--- src/rtl/bcr_map.svh ---
// Register offsets, field positions, address windows and reset values of the board control bank
`ifndef BCR_MAP_SVH
`define BCR_MAP_SVH

`define BCR_ADDR_W        10
`define BCR_DATA_W        4
`define BCR_BASE_0        10'h100
`define BCR_BASE_1        10'h110
`define BCR_BASE_2        10'h120
`define BCR_BASE_3        10'h130
`define BCR_ETH_BASE_0    10'h200
`define BCR_ETH_BASE_1    10'h240
`define BCR_ETH_BASE_2    10'h300
`define BCR_ETH_BASE_3    10'h340
`define BCR_ETH_WIN_MASK  10'h3e0
`define BCR_REG_WIN_MASK  10'h3f0
`define BCR_OFS_IDENT     4'h0
`define BCR_OFS_REVISION  4'h4
`define BCR_OFS_JUMPER    4'h8
`define BCR_OFS_POWER     4'hc
`define BCR_JMP_NARROW    0
`define BCR_JMP_IRQ5      1
`define BCR_JMP_IRQ6      2
`define BCR_JMP_IRQ7      3
`define BCR_PWR_EN_BIT    0
`define BCR_PWR_RESET     1'h0
`define BCR_RDATA_RESET   4'h0

`endif

--- src/rtl/bcr_pkg.sv ---
// Types shared by the board control register bank
package bcr_pkg;
    typedef enum logic [1:0] {
        BCR_REG_IDENT    = 2'h0,
        BCR_REG_REVISION = 2'h1,
        BCR_REG_JUMPER   = 2'h3,
        BCR_REG_POWER    = 2'h2
    } bcr_reg_sel_type;

    typedef enum logic [1:0] {
        BCR_PWR_OFF     = 2'h0,
        BCR_PWR_ARMED   = 2'h1,
        BCR_PWR_ON      = 2'h3
    } bcr_pwr_state_type;
endpackage

--- src/rtl/bcr_decode.sv ---
// Address decoder: jumper-selected windows for the register bank and Ethernet controller
`timescale 1ns/1ns
`default_nettype none
`include "bcr_map.svh"
module bcr_decode
    import bcr_pkg::*;
(
    input  wire logic [1:0]              jumper_in,
    input  wire logic [`BCR_ADDR_W-1:0]  addr_in,
    output logic                         reg_hit_out,
    output bcr_reg_sel_type              reg_sel_out,
    output logic                         eth_hit_out
);
    logic [`BCR_ADDR_W-1:0] reg_base;
    logic [`BCR_ADDR_W-1:0] eth_base;

    always_comb begin
        case (jumper_in)
            2'h0: begin
                reg_base = `BCR_BASE_0;
                eth_base = `BCR_ETH_BASE_0;
            end
            2'h1: begin
                reg_base = `BCR_BASE_1;
                eth_base = `BCR_ETH_BASE_1;
            end
            2'h2: begin
                reg_base = `BCR_BASE_2;
                eth_base = `BCR_ETH_BASE_2;
            end
            default: begin
                reg_base = `BCR_BASE_3;
                eth_base = `BCR_ETH_BASE_3;
            end
        endcase
    end

    // Low two address bits must be zero: only word offsets 0,4,8,c respond
    assign reg_hit_out = ((addr_in & `BCR_REG_WIN_MASK) == reg_base)
                         && (addr_in[1:0] == 2'h0);
    assign eth_hit_out = (addr_in & `BCR_ETH_WIN_MASK) == eth_base;

    always_comb begin
        case (addr_in[3:2])
            2'h0:    reg_sel_out = BCR_REG_IDENT;
            2'h1:    reg_sel_out = BCR_REG_REVISION;
            2'h2:    reg_sel_out = BCR_REG_JUMPER;
            default: reg_sel_out = BCR_REG_POWER;
        endcase
    end
endmodule
`default_nettype wire

--- src/rtl/bcr_top.sv ---
// Board control register bank on the ISA-style stacking bus
`timescale 1ns/1ns
`default_nettype none
`include "bcr_map.svh"
module bcr_top
    import bcr_pkg::*;
#(
    parameter logic [`BCR_DATA_W-1:0] BOARD_IDENT    = 4'ha, // Arbitrary value
    parameter logic [`BCR_DATA_W-1:0] LOGIC_REVISION = 4'h1
) (
    input  wire logic                    ref_clk_in,
    input  wire logic                    rst_in,
    input  wire logic                    clk_en_in,
    // Bus side
    input  wire logic [`BCR_ADDR_W-1:0]  addr_in,
    input  wire logic                    aen_in,
    input  wire logic                    ior_n_in,
    input  wire logic                    iow_n_in,
    input  wire logic [`BCR_DATA_W-1:0]  data_in,
    output logic      [`BCR_DATA_W-1:0]  data_out,
    output logic                         data_oe_out,
    output logic                         iocs16_n_out,
    output logic                         iocs16_n_oe_out,
    // Jumpers, 1 = installed
    input  wire logic                    base_select_jumper_low_in,
    input  wire logic                    base_select_jumper_high_in,
    input  wire logic                    irq5_jumper_in,
    input  wire logic                    irq6_jumper_in,
    input  wire logic                    irq7_jumper_in,
    input  wire logic                    narrow_bus_jumper_in,
    // Ethernet controller side
    input  wire logic                    eth_irq_in,
    output logic                         eth_cs_out,
    output logic                         irq5_out,
    output logic                         irq6_out,
    output logic                         irq7_out,
    // PoE front end
    input  wire logic                    poe_signature_ok_in,
    input  wire logic                    poe_class_ok_in,
    output logic                         bus_power_en_out,
    output logic                         power_good_lamp_out
);
    // ==========================================================
    // State
    typedef struct packed {
        logic                    iow_n;
        logic                    pwr_bit;
        bcr_pwr_state_type       pwr_st;
        logic [`BCR_DATA_W-1:0]  rdata;
        logic                    rd_oe;
    } bcr_state_type;

    bcr_state_type st_r;
    bcr_state_type st_nxt;

    logic             reg_hit;
    logic             eth_hit;
    bcr_reg_sel_type  reg_sel;
    logic             cycle_ok;
    logic             poe_valid;
    logic [3:0]       jumper_word;

    // ==========================================================
    // Address decode
    bcr_decode bcr_decode_inst (
        .jumper_in   ({base_select_jumper_high_in, base_select_jumper_low_in}),
        .addr_in     (addr_in),
        .reg_hit_out (reg_hit),
        .reg_sel_out (reg_sel),
        .eth_hit_out (eth_hit)
    );

    // DMA cycles drive AEN high and must never decode
    assign cycle_ok  = !aen_in;
    assign poe_valid = poe_signature_ok_in && poe_class_ok_in;

    always_comb begin
        jumper_word = 4'h0;
        jumper_word[`BCR_JMP_IRQ7]   = irq7_jumper_in;
        jumper_word[`BCR_JMP_IRQ6]   = irq6_jumper_in;
        jumper_word[`BCR_JMP_IRQ5]   = irq5_jumper_in;
        jumper_word[`BCR_JMP_NARROW] = narrow_bus_jumper_in;
    end

    // ==========================================================
    // Next state
    always_comb begin
        st_nxt       = st_r;
        st_nxt.iow_n = iow_n_in;

        if (cycle_ok && reg_hit && !ior_n_in) begin
            st_nxt.rd_oe = 1'b1;
            case (reg_sel)
                BCR_REG_IDENT:    st_nxt.rdata = BOARD_IDENT;
                BCR_REG_REVISION: st_nxt.rdata = LOGIC_REVISION;
                BCR_REG_JUMPER:   st_nxt.rdata = jumper_word;
                BCR_REG_POWER:    st_nxt.rdata = {3'h0, st_r.pwr_bit};
                default:          st_nxt.rdata = `BCR_RDATA_RESET;
            endcase
        end else begin
            st_nxt.rd_oe = 1'b0;
        end

        // Write taken once, on the falling edge of the write strobe
        if (cycle_ok && reg_hit && !iow_n_in && st_r.iow_n
            && reg_sel == BCR_REG_POWER) begin
            st_nxt.pwr_bit = data_in[`BCR_PWR_EN_BIT];
        end

        // Rail needs software request and a fully valid PoE handshake
        case (st_r.pwr_st)
            BCR_PWR_OFF: begin
                if (poe_valid) begin
                    st_nxt.pwr_st = BCR_PWR_ARMED;
                end
            end
            BCR_PWR_ARMED: begin
                if (!poe_valid) begin
                    st_nxt.pwr_st = BCR_PWR_OFF;
                end else if (st_r.pwr_bit) begin
                    st_nxt.pwr_st = BCR_PWR_ON;
                end
            end
            BCR_PWR_ON: begin
                if (!poe_valid) begin
                    st_nxt.pwr_st = BCR_PWR_OFF;
                end else if (!st_r.pwr_bit) begin
                    st_nxt.pwr_st = BCR_PWR_ARMED;
                end
            end
            default: st_nxt.pwr_st = BCR_PWR_OFF;
        endcase
    end

    always_ff @(posedge ref_clk_in) begin
        if (rst_in) begin
            st_r.iow_n   <= 1'b1;
            st_r.pwr_bit <= `BCR_PWR_RESET;
            st_r.pwr_st  <= BCR_PWR_OFF;
            st_r.rdata   <= `BCR_RDATA_RESET;
            st_r.rd_oe   <= 1'b0;
        end else if (clk_en_in) begin
            st_r <= st_nxt;
        end
    end

    // ==========================================================
    // Outputs
    assign data_out    = st_r.rdata;
    assign data_oe_out = st_r.rd_oe;

    // Narrow-bus mode: claim 16-bit cycles for the controller window
    assign iocs16_n_out    = 1'b0;
    assign iocs16_n_oe_out = narrow_bus_jumper_in && eth_hit && cycle_ok;
    assign eth_cs_out      = eth_hit && cycle_ok;

    // Two jumpers installed would short lines together; each gated alone
    assign irq5_out = eth_irq_in && irq5_jumper_in;
    assign irq6_out = eth_irq_in && irq6_jumper_in;
    assign irq7_out = eth_irq_in && irq7_jumper_in;

    assign bus_power_en_out    = st_r.pwr_st == BCR_PWR_ON;
    assign power_good_lamp_out = poe_valid;
endmodule
`default_nettype wire

--- config.mk ---
export PLATFORM = sky130hd
export DESIGN_NAME = bcr_top
export DESIGN_NICKNAME = d
export VERILOG_FILES = /design/src/rtl/bcr_pkg.sv /design/src/rtl/bcr_decode.sv /design/src/rtl/bcr_top.sv
export VERILOG_INCLUDE_DIRS = /design/src /design/src/rtl
export SDC_FILE = /design/constraint.sdc
export NUM_CORES = 1
export LEC_CHECK = 0
export ABC_AREA = 1
export BUFFER_PORTS_ARGS = -buffer_cell sky130_fd_sc_hd__buf_2
export CORE_UTILIZATION = 43
export DETAILED_ROUTE_END_ITERATION = 16
export PLACE_DENSITY = 0.92
export SYNTH_ARGS = -nofsm -noshare
export SYNTH_HDL_FRONTEND = slang
export SYNTH_SLANG_ARGS = --single-unit
--- constraint.sdc ---
create_clock -name ref_clk_in -period 2.56 [get_ports ref_clk_in]
set_input_delay 0.256 -clock ref_clk_in [delete_from_list [all_inputs] [get_ports ref_clk_in]]
set_output_delay 0.256 -clock ref_clk_in [all_outputs]
set_load 0.02 [all_outputs]
After elaboration in Yosys (flattened, before gate mapping) --
Index checks and enable logic that the tools add are counted.
Storage, ports and cells: bits in registers 9, bits in latches 0, RAM bits 0, ROM bits 0, bits of input ports 29, output and inout port bits 13, word-level logic and storage cells 54, memories kept 0
Operators by class: add/sub/neg operators 0, multipliers 0, divide/modulo/power cells 0, magnitude comparators 0, equality and inequality tests 14, shift operators 0, muxes and demuxes 11, bitwise operators 0, reduce and logical (&&, ||, !) cells 24
Operators by type and width (number):
- case mux 9 bit (3 select lines) | 1
- case mux 6 bit (3 select lines) | 1
- case mux 4 bit (4 select lines) | 1
- logical AND 1 bit | 13
- case mux 2 bit (3 select lines) | 2
- == test 10 bit | 1
- == test 10 x 9 -> 1 bit | 1
- == test 2 bit (second input constant) | 5
- logical NOT 2 bit | 5
- two-way mux 2 bit | 5
- == test 2 x 1 -> 1 bit (second input constant) | 4
- inequality test 3 bit (second input constant) | 2
- AND reduction 2 bit | 2
- AND reduction 4 bit | 1
- logical NOT 1 bit | 3
- inequality test 2 bit (second input constant) | 1
- two-way mux 1 bit | 1

Logic depth before layout (Yosys ltp) --
Gate-level depths: netlist of run 1.
word-level depth 9, depth in mapped cells 8, gate-level depth less buffers 8

Cells and area by module --
Synthesis of run 1 repeated with hierarchy kept, for this count alone.
Unflattened totals: cells, all modules 126, area, all modules 706.9 µm²
Modules (own cells, without submodules):
- bcr_top | times used 1, cells each 93, area each 556.8 µm², seq. area each 180.2 µm²
- bcr_decode | times used 1, cells each 33, area each 150.1 µm², seq. area each 0.0 µm²

Least setup slack after synthesis of run 1 --
No wires, ideal clock.
kind input-to-output, start point input port base_select_jumper_high_in, end point output port iocs16_n_oe_out, arrival 1.271 ns, data required time 2.304 ns, path slack 1.033 ns, cell stages on the path 3, path buffers 0, path through xor2_1 nor3_1 and2_1
On the way: cells in the longest elaborated chain, start to end 5, elaborated cells between the ends (all ways) 7, classes of those cells eq/ne (3); mux (1); reduce/logical (3)
RTL lines:
- start: declaration | RTL line bcr_top.sv:26 | input wire logic base_select_jumper_high_in,
- == test 2 bit (tied with other cells) | RTL line bcr_decode.sv:18 | case (jumper_in)
- case mux 9 bit (3 select lines) * | RTL line bcr_decode.sv:18
- == test 10 bit * | RTL line bcr_decode.sv:41 | assign eth_hit_out = (addr_in & `BCR_ETH_WIN_MASK) == eth_base;
- logical AND 1 bit * (2 in series) | RTL line bcr_top.sv:154 | assign iocs16_n_oe_out = narrow_bus_jumper_in && eth_hit && cycle_ok;
- end: declaration | RTL line bcr_top.sv:23 | output logic iocs16_n_oe_out,
Every way passes the cells marked *; elsewhere a longest branch is shown, timed or not.

Final worst setup path of run 1 --
start point input port aen_in, end point output port iocs16_n_oe_out
On the way: cells in the longest elaborated chain, start to end 2
RTL lines:
- start: declaration | RTL line bcr_top.sv:16 | input wire logic aen_in,
- logical NOT 1 bit | RTL line bcr_top.sv:74 | assign cycle_ok = !aen_in;
- logical AND 1 bit | RTL line bcr_top.sv:154
Every way passes these cells.

==> results_dict.tcl, run 1 <==
set metrics [dict create \
    cts-root-buf "clkbuf_4" \
    placed_area_sq_um 807 \
    synthArstFlopShare_pct 0 \
    setup_viol 0 \
    seqCellArea_sq_um 180 \
    yosys_warnings 0 \
    die_height_um 40.6 \
    dp_hpwl_um 1230 \
    syn_to_final_growth_pct 30.1 \
    tritoncts "done" \
    sw_frac_of_total_pct 29.4 \
    diodes 0 \
    htreeDepth 1 \
    path_cells "buf_2 > nor2_1 > nand3b_1 > nor3_1 > and2_1 > buf_2" \
    dp.cells 155 \
    internal_power_uw 232 \
    syn_avg_cell_area_sq_um 5.93 \
    critPathSlowestCell "nor3_1" \
    hold_slack_ns 0.228 \
    fmax_mhz 753 \
    startpoint "aen_in" \
    drt-pass1-iter-count 4 \
    cp_data_required_time_ns 2.30 \
    layout_commonest_cell "buf_2" \
    cpPeakStageDelay_ns 0.21 \
    final_cells 159 \
    grt_pass1_vias 646 \
    synth_top_area_cell "dfxtp_1" \
    fillers 129 \
    sequentialPowerShare_pct 43.9 \
    fp.dieArea_sq_um 1650 \
    grt_pass1_wl_um 2350 \
    status "completed" \
    vias_per_cell 4.61 \
    design_area_sq_um 833 \
    synthCells 108 \
    cts_setup_buffers 0 \
    worstSetupEndpointType "output port" \
    crit_arrival_ns 1.07 \
    clk_latency_ns 0.27 \
    critical_path_buf_inv_count 2 \
    grt_usage_pct 22.2 \
    period_share_pct 51.9 \
    cts_resized 0 \
    netlist_area_sq_um 641 \
    multiInputGateArea_sq_um 344 \
    critPathMaxFanout 2 \
    synth-seq-cells 9 \
    ys_seq_area_share_pct 28.1 \
    overflow 0 \
    first_iter_violations 13 \
    nets 174 \
    start_util_pct 47.5 \
    p_comb_share_pct 21.0 \
    min_from "rst_in" \
    synthTopCellsByArea "dfxtp_1 28%, nand2_1 16%, inv_1 12%" \
    yosysTopAreaCellShare_pct 28.1 \
    grt_max_degree 9 \
    clock_sinks 9 \
    switchingPower_uw 96.3 \
    cpMostUsedCell "buf_2" \
    io_pins 42 \
    drive_gt1_share_pct 30.6 \
    power_per_cell_area_nw_per_um2 393 \
    io_buffers 37 \
    fin_crit_ns 1.33 \
    synth_nets 137 \
    routabilityCongestion 0.761 \
    cts_buffer_depth 2 \
    clkTransAtPathRegs_ns 0.06 \
    hold_buffers 0 \
    slew_viol_final 0 \
    ant_nets 0 \
    antenna_found_initial 0 \
    totalPowerFinal_uw 328 \
    die_w_um 40.6 \
    leakagePower_nw 0.499 \
    drv_cap 0 \
    cpLargestDelayFamily "simple AND/OR/NAND/NOR gates" \
    synthFlopType "dfxtp_1" \
    vias 733 \
    pwr-share-clk_pct 35.1 \
    start_kind "input pin" \
    finalHoldViolCount 0 \
    final_cell_mix "37 x buf_2, 27 x nand2_1, 20 x inv_1" \
    rr_startpoint "st_r[6]" \
    drt_wl_total_um 1500 \
    critPathKind "input pin to output port" \
    cts_made_buffers 3 \
    rows 13 \
    drc 0 \
    avgRoutedWirePerCell_um 9.43 \
    fin_tns_setup_ns 0 \
    hp-class "input pin to flop" \
    peakVddDrop_uv 215 \
    rsz0062_at_grt "false" \
    synth_edf_count 0 \
    finClkSkew_ns 0.00448 \
    netlist-cell-type-count 20 \
    core_sq_um 1350 \
]
-- worst paths after layout --
check                     to  slack, ns  cells after the start
max          iocs16_n_oe_out       1.23                      6
min              data_oe_out       0.23                      2
max reg2reg          st_r[5]       1.49                      6
min reg2reg      data_oe_out       0.47                      2
-- cells in the mapped netlist (2+ instances only) --
master,count
dfxtp_1,9
xor2_1,2
nand3_1,3
nor2_1,19
buf_4,5
inv_1,20
a21oi_1,6
nand2_1,27
nor3b_1,2
o21ai_0,3
nor3_1,3
-- worst reg2reg max path: stages (launching register included) --
cell	delay, ns
dfxtp_1	0.38
nor2_1	0.09
nand2_1	0.06
nand2_1	0.07
nor2_1	0.17
nand3_1	0.10
a21oi_1	0.13
-- layer usage --
metal / vias to the layer above / GRT usage [%] / wire, um
li1: 393 / - / -
met1: 310 / 21.7 / 630
met2: 24 / 40.9 / 751
met3: 6 / 6.67 / 79
met5: - / 0 / 0
met4: 0 / 11.7 / 38
-- cells by family after synthesis --
family / Yosys count / synth area share, %
and+or+nand+nor: 60 / 42.6
buffers and inverters: 26 / 18.2
other: 1 / 0.585
AOI/OAI and AO/OA: 10 / 7.81
xor gates and xnor gates: 2 / 2.73
DFF: 9 / 28.1
-- state kept, by name, indices dropped and copies added (netlist names) --
register and cells:
data_oe_out 1, data_out 4, st_r 4
-- power groups by stage --
stage          registers (mW)  logic [mW]  clock network [mW]
2_1_floorplan           0.147      0.0364                   0
3_3_place_gp            0.147      0.0658                   0
3_5_place_dp            0.147      0.0681                   0
4_1_cts                 0.144      0.0684               0.119
5_1_grt                 0.144      0.0779               0.126
6_report                0.144      0.0688               0.115
-- per-stage QoR --
step	util, %	setup slack, ns
after floorplan	-	1.03
after global placement	59.8	1.29
after detailed placement	59.8	1.24
after CTS	61.7	1.24
after global routing	61.7	1.06
final	61.7	1.23
-- layout make-up --
cell class | count | area share (%)
Inverter | 21 | 9.46
Tap cell | 15 | 2.25
Multi-Input combinational cell | 73 | 41.3
Clock buffer | 4 | 3.15
Sequential cell | 9 | 21.6
Timing Repair Buffer | 37 | 22.2
No activity file was read; power rests on OpenSTA's default activity.
==> inputs of run 2 (changes only) <==
CORE_UTILIZATION = 36   (was 43)
PLACE_DENSITY = 0.83   (was 0.92)
clock period = 1.11 ns   (was 2.56 ns; I/O delays follow)
==> run 2 against run 1 <==
Hold slack got worse by 0.15 ns; final cell count increased by 0.63%; critical path type is now flop to output port; cell area grew 3.3%; non-clock buffer count unchanged; total power up 130%; the run now ends with DRC left; sequential power grew 130%; routed wire length fell by 4.3%; via count decreased by 1.9%.
==> results_dict.tcl, run 2 (synthesis gave the netlist of run 1 again) <==
set metrics [dict create \
    rows 14 \
    dp.cells 156 \
    first_iter_violations 14 \
    fin_tns_setup_ns 0 \
    placed_area_sq_um 813 \
    cts_resized 0 \
    ant_nets 0 \
    tritoncts "done" \
    drv_cap 0 \
    rr_worst_depth 6 \
    setup_viol 0 \
    hold_end "st_r[6]" \
    core_sq_um 1580 \
    io_pins 42 \
    start_kind "flop" \
    path_cells "nand2_1 > inv_1 > buf_2" \
    finalHoldViolCount 0 \
    violations "DRC" \
    hold-path-cell-count 2 \
    fp.dieArea_sq_um 1950 \
    hp-class "input pin to flop" \
    overflow 0 \
    slew_viol_final 0 \
    critPathSlowestCell "dfxtp_2" \
    drc 1 \
    crit_arrival_ns 0.94 \
    power_per_cell_area_nw_per_um2 868 \
    grt_max_degree 9 \
    leakagePower_nw 0.503 \
    hold_buffers 0 \
    routabilityCongestion 0.769 \
    cpPeakStageDelay_ns 0.37 \
    peakVddDrop_uv 548 \
    clkTransAtPathRegs_ns 0.06 \
    design_area_sq_um 861 \
    nets 174 \
    drt_wl_total_um 1440 \
    avgRoutedWirePerCell_um 8.97 \
    antenna_found_initial 0 \
    period_share_pct 94.4 \
    hold_slack_ns 0.0758 \
    cts_made_buffers 3 \
    fin_util_pct 54.6 \
    rr_endpoint "st_r[6]" \
    start_util_pct 40.6 \
    clk_latency_ns 0.26 \
    syn_to_final_growth_pct 34.4 \
    dp_worst_setup_slack_ns 0.0736 \
    htreeDepth 1 \
    layout_commonest_cell "buf_2" \
    grt_usage_pct 15.4 \
    fmax_mhz 954 \
    critPathMaxFanout 4 \
    rsz0062_at_grt "false" \
    rr_startpoint "st_r[6]" \
    postLayoutSetupSlackWorst_ns 0.0621 \
    io_buffers 37 \
    worstSetupEndpointType "output port" \
    vias_per_cell 4.49 \
    grt_pass1_wl_um 2280 \
    cts_buffer_depth 2 \
    die_height_um 44.2 \
    reg2reg_slack_ns 0.11 \
    status "complete, but fails checks" \
    clock_sinks 9 \
    final_cell_mix "37 x buf_2, 27 x nand2_1, 20 x inv_1" \
    critPathKind "flop to output port" \
    min_from "rst_in" \
    vias 719 \
    die_w_um 44.2 \
    fin_crit_ns 1.05 \
    totalPowerFinal_uw 748 \
    cts-root-buf "clkbuf_4" \
    final_cells 160 \
    drive_gt1_share_pct 36.1 \
    cts_setup_buffers 0 \
    dp_hpwl_um 1150 \
    cp_data_required_time_ns 1.00 \
    finClkSkew_ns 0.00361 \
    diodes 0 \
    grt_pass1_vias 634 \
    drt-pass1-iter-count 12 \
]
[run 2: cell count changes in the layout (fill, tap and decap cells not counted), moves of 2 or more]
cell / delta
nor2_2: +2
nor3_1: -2
dfxtp_1: -2
nor2_1: -2
nor3_2: +2
dfxtp_2: +2
[run 2: cell type report]
| class | count | area (sq um) |
|---|---|---|
| clock buffer | 4 | 26.3 |
| fill | 167 | 716 |
| inverter | 21 | 78.8 |
| multi-input combinational | 73 | 368 |
| sequential | 9 | 183 |
| tap | 16 | 20.0 |
| timing repair buffer | 37 | 185 |
[run 2: worst max-delay path by stage]
stage	slack, ns	start	endpoint
after CTS	0.07	st_r[6]	bus_power_en_out
after floorplan	0.07	aen_in	iocs16_n_oe_out
final	0.06	st_r[6]	bus_power_en_out
after global placement	0.11	addr_in[7]	data_out[1]
after global routing	0.01	st_r[6]	bus_power_en_out
after detailed placement	0.07	base_select_jumper_low_in	data_out[1]
[run 2: worst max-delay path, delay by kind of cell (launching register included)]
family / cells / cell delay [ns]
flops: 1 / 0.37
simple gates: 1 / 0.10
buf+inv: 2 / 0.21
[run 2: power breakdown]
group          total (mW)  leakage (nW)  internal [mW]  switching, mW
sequential          0.333        0.0738          0.329        0.00357
clock               0.254        0.0150          0.139          0.116
combinational       0.160         0.414         0.0679         0.0926
[run 2: routing by layer]
metal	routed length [um]	up-vias	track usage, %
li1	-	390	-
met1	588	305	16.8
met2	750	20	27.6
met3	76	4	5.31
met4	20	0	4.85
met5	0	-	0
==> inputs of run 3 (changes only) <==
BUFFER_PORTS_ARGS = -buffer_cell sky130_fd_sc_hd__clkbuf_2   (was -buffer_cell sky130_fd_sc_hd__buf_2)
CORE_UTILIZATION = 38   (was 36)
CTS_BUF_LIST = sky130_fd_sc_hd__clkbuf_8   (was not set)
PLACE_DENSITY = 0.86   (was 0.83)
==> run 3 against run 2 <==
The flow now finishes without violations; clock-buffer cell count is 1 lower; maximum frequency is 2.9% higher; setup slack better by 0.029 ns; largest power group is now clock; critical path type unchanged; hold slack better by 0.049 ns; routed wire length is 2.2% lower.
==> results_dict.tcl, run 3 (synthesis gave the netlist of run 1 again) <==
set metrics [dict create \
    fin_util_pct 56.7 \
    clkTransAtPathRegs_ns 0.04 \
    switchingPower_uw 218 \
    postLayoutSetupSlackWorst_ns 0.0912 \
    pwr-share-clk_pct 42.4 \
    avgRoutedWirePerCell_um 8.77 \
    setup_viol 0 \
    slew_viol_final 0 \
    finClkSkew_ns 0.00102 \
    drc 0 \
    dp_hpwl_um 1140 \
    sw_frac_of_total_pct 25.5 \
    dp.cells 156 \
    core_sq_um 1540 \
    peakVddDrop_uv 692 \
    layout_commonest_cell "clkbuf_2" \
    clk_latency_ns 0.23 \
    critical_path_buf_inv_count 2 \
    crit_arrival_ns 0.91 \
    grt_usage_pct 16.5 \
    io_buffers 37 \
    power_per_cell_area_nw_per_um2 980 \
    cts_made_buffers 3 \
    final_cell_mix "37 x clkbuf_2, 27 x nand2_1, 21 x inv_1" \
    p_comb_share_pct 18.6 \
    leakagePower_nw 0.510 \
    vias 714 \
    placed_area_sq_um 813 \
    fmax_mhz 982 \
    hp-class "input pin to flop" \
    cts-root-buf "clkbuf_8" \
    tritoncts "done" \
    clock_sinks 9 \
    grt_pass1_wl_um 2350 \
    fin_crit_ns 1.02 \
    cts_setup_buffers 0 \
    cpPeakStageDelay_ns 0.35 \
    drt-pass1-iter-count 4 \
    io_pins 42 \
    grt_pass1_vias 629 \
    drt_wl_total_um 1400 \
    die_height_um 43.1 \
    critPathSlowestCell "dfxtp_2" \
    cp_data_required_time_ns 1.00 \
    drive_gt1_share_pct 34.7 \
    seqCellArea_sq_um 183 \
    die_w_um 43.1 \
    start_util_pct 41.6 \
    antenna_found_initial 0 \
    htreeDepth 1 \
    final_cells 160 \
    internal_power_uw 638 \
    cpLargestDelayFamily "flip-flops" \
    status "completed" \
    rows 14 \
    first_iter_violations 14 \
    syn_to_final_growth_pct 36.3 \
    start_kind "flop" \
    routabilityCongestion 0.759 \
    critPathKind "flop to output port" \
    totalPowerFinal_uw 856 \
    path_cells "nand2_1 > inv_1 > clkbuf_2" \
    fp.dieArea_sq_um 1850 \
    overflow 0 \
    grt_max_degree 9 \
    cts_buffer_depth 2 \
    sequentialPowerShare_pct 39.0 \
    worstSetupEndpointType "output port" \
    period_share_pct 91.8 \
    diodes 0 \
    design_area_sq_um 873 \
    nets 174 \
    vias_per_cell 4.46 \
    multiInputGateArea_sq_um 362 \
    critPathMaxFanout 4 \
    finalHoldViolCount 0 \
    fillers 152 \
    drv_cap 0 \
    ant_nets 0 \
    dp_worst_setup_slack_ns 0.0687 \
]
-- run 3: changes by cell type in the layout (fill, tap and decap cells not counted), sizes merged --
cell,previous run,this run
buf,37,0
clkbuf,4,40
inv,21,22
-- run 3: cell type report --
class	instances	area share, %
sequential	9	20.9
multi-input combinational	73	41.4
tap	16	2.29
inverter	21	9.03
clock inverter	1	0.430
clock buffer	3	4.73
timing repair buffer	37	21.2
-- run 3: worst min-delay path: stages --
cell      delay (ns)
clkbuf_2        0.09
a21oi_1         0.05
o21ai_0         0.06
-- run 3: routing by layer --
layer	vias to the layer above	global-route usage (%)	share of wire [%]
met1	296	17.7	41
met3	0	5.11	4.9
met2	22	30.6	54
met5	-	0	0
li1	396	-	-
met4	0	4.85	0
-- run 3: power by group through the flow --
stage / Sequential (mW) / Combinational (mW) / Clock, mW
2_1_floorplan: 0.338 / 0.0854 / 0
3_3_place_gp: 0.338 / 0.154 / 0
3_5_place_dp: 0.339 / 0.157 / 0
4_1_cts: 0.333 / 0.158 / 0.373
5_1_grt: 0.334 / 0.179 / 0.394
6_report: 0.334 / 0.159 / 0.363
-- run 3: through the flow --
step	setup TNS, ns	hold WS [ns]
5_1_grt	-0.0210	0.136
3_3_place_gp	0	0.345
4_1_cts	0	0.123
3_5_place_dp	0	0.362
2_1_floorplan	0	0.180
6_report	0	0.125
-- run 3: worst paths after layout --
path / from / end / slack [ns] / depth (start not counted)
worst min-delay path: iow_n_in / st_r[8] / 0.12 / 3
worst max register to register: st_r[7] / st_r[6] / 0.10 / 6
worst min register to register: data_oe_out / data_oe_out / 0.47 / 2
worst max-delay path: st_r[6] / bus_power_en_out / 0.09 / 3
-- run 3: repair_timing --
action | CTS | global route
gates resized for setup | 0 | 5
hold buffers | 0 | 0
setup endpoints to repair | 0 | 2
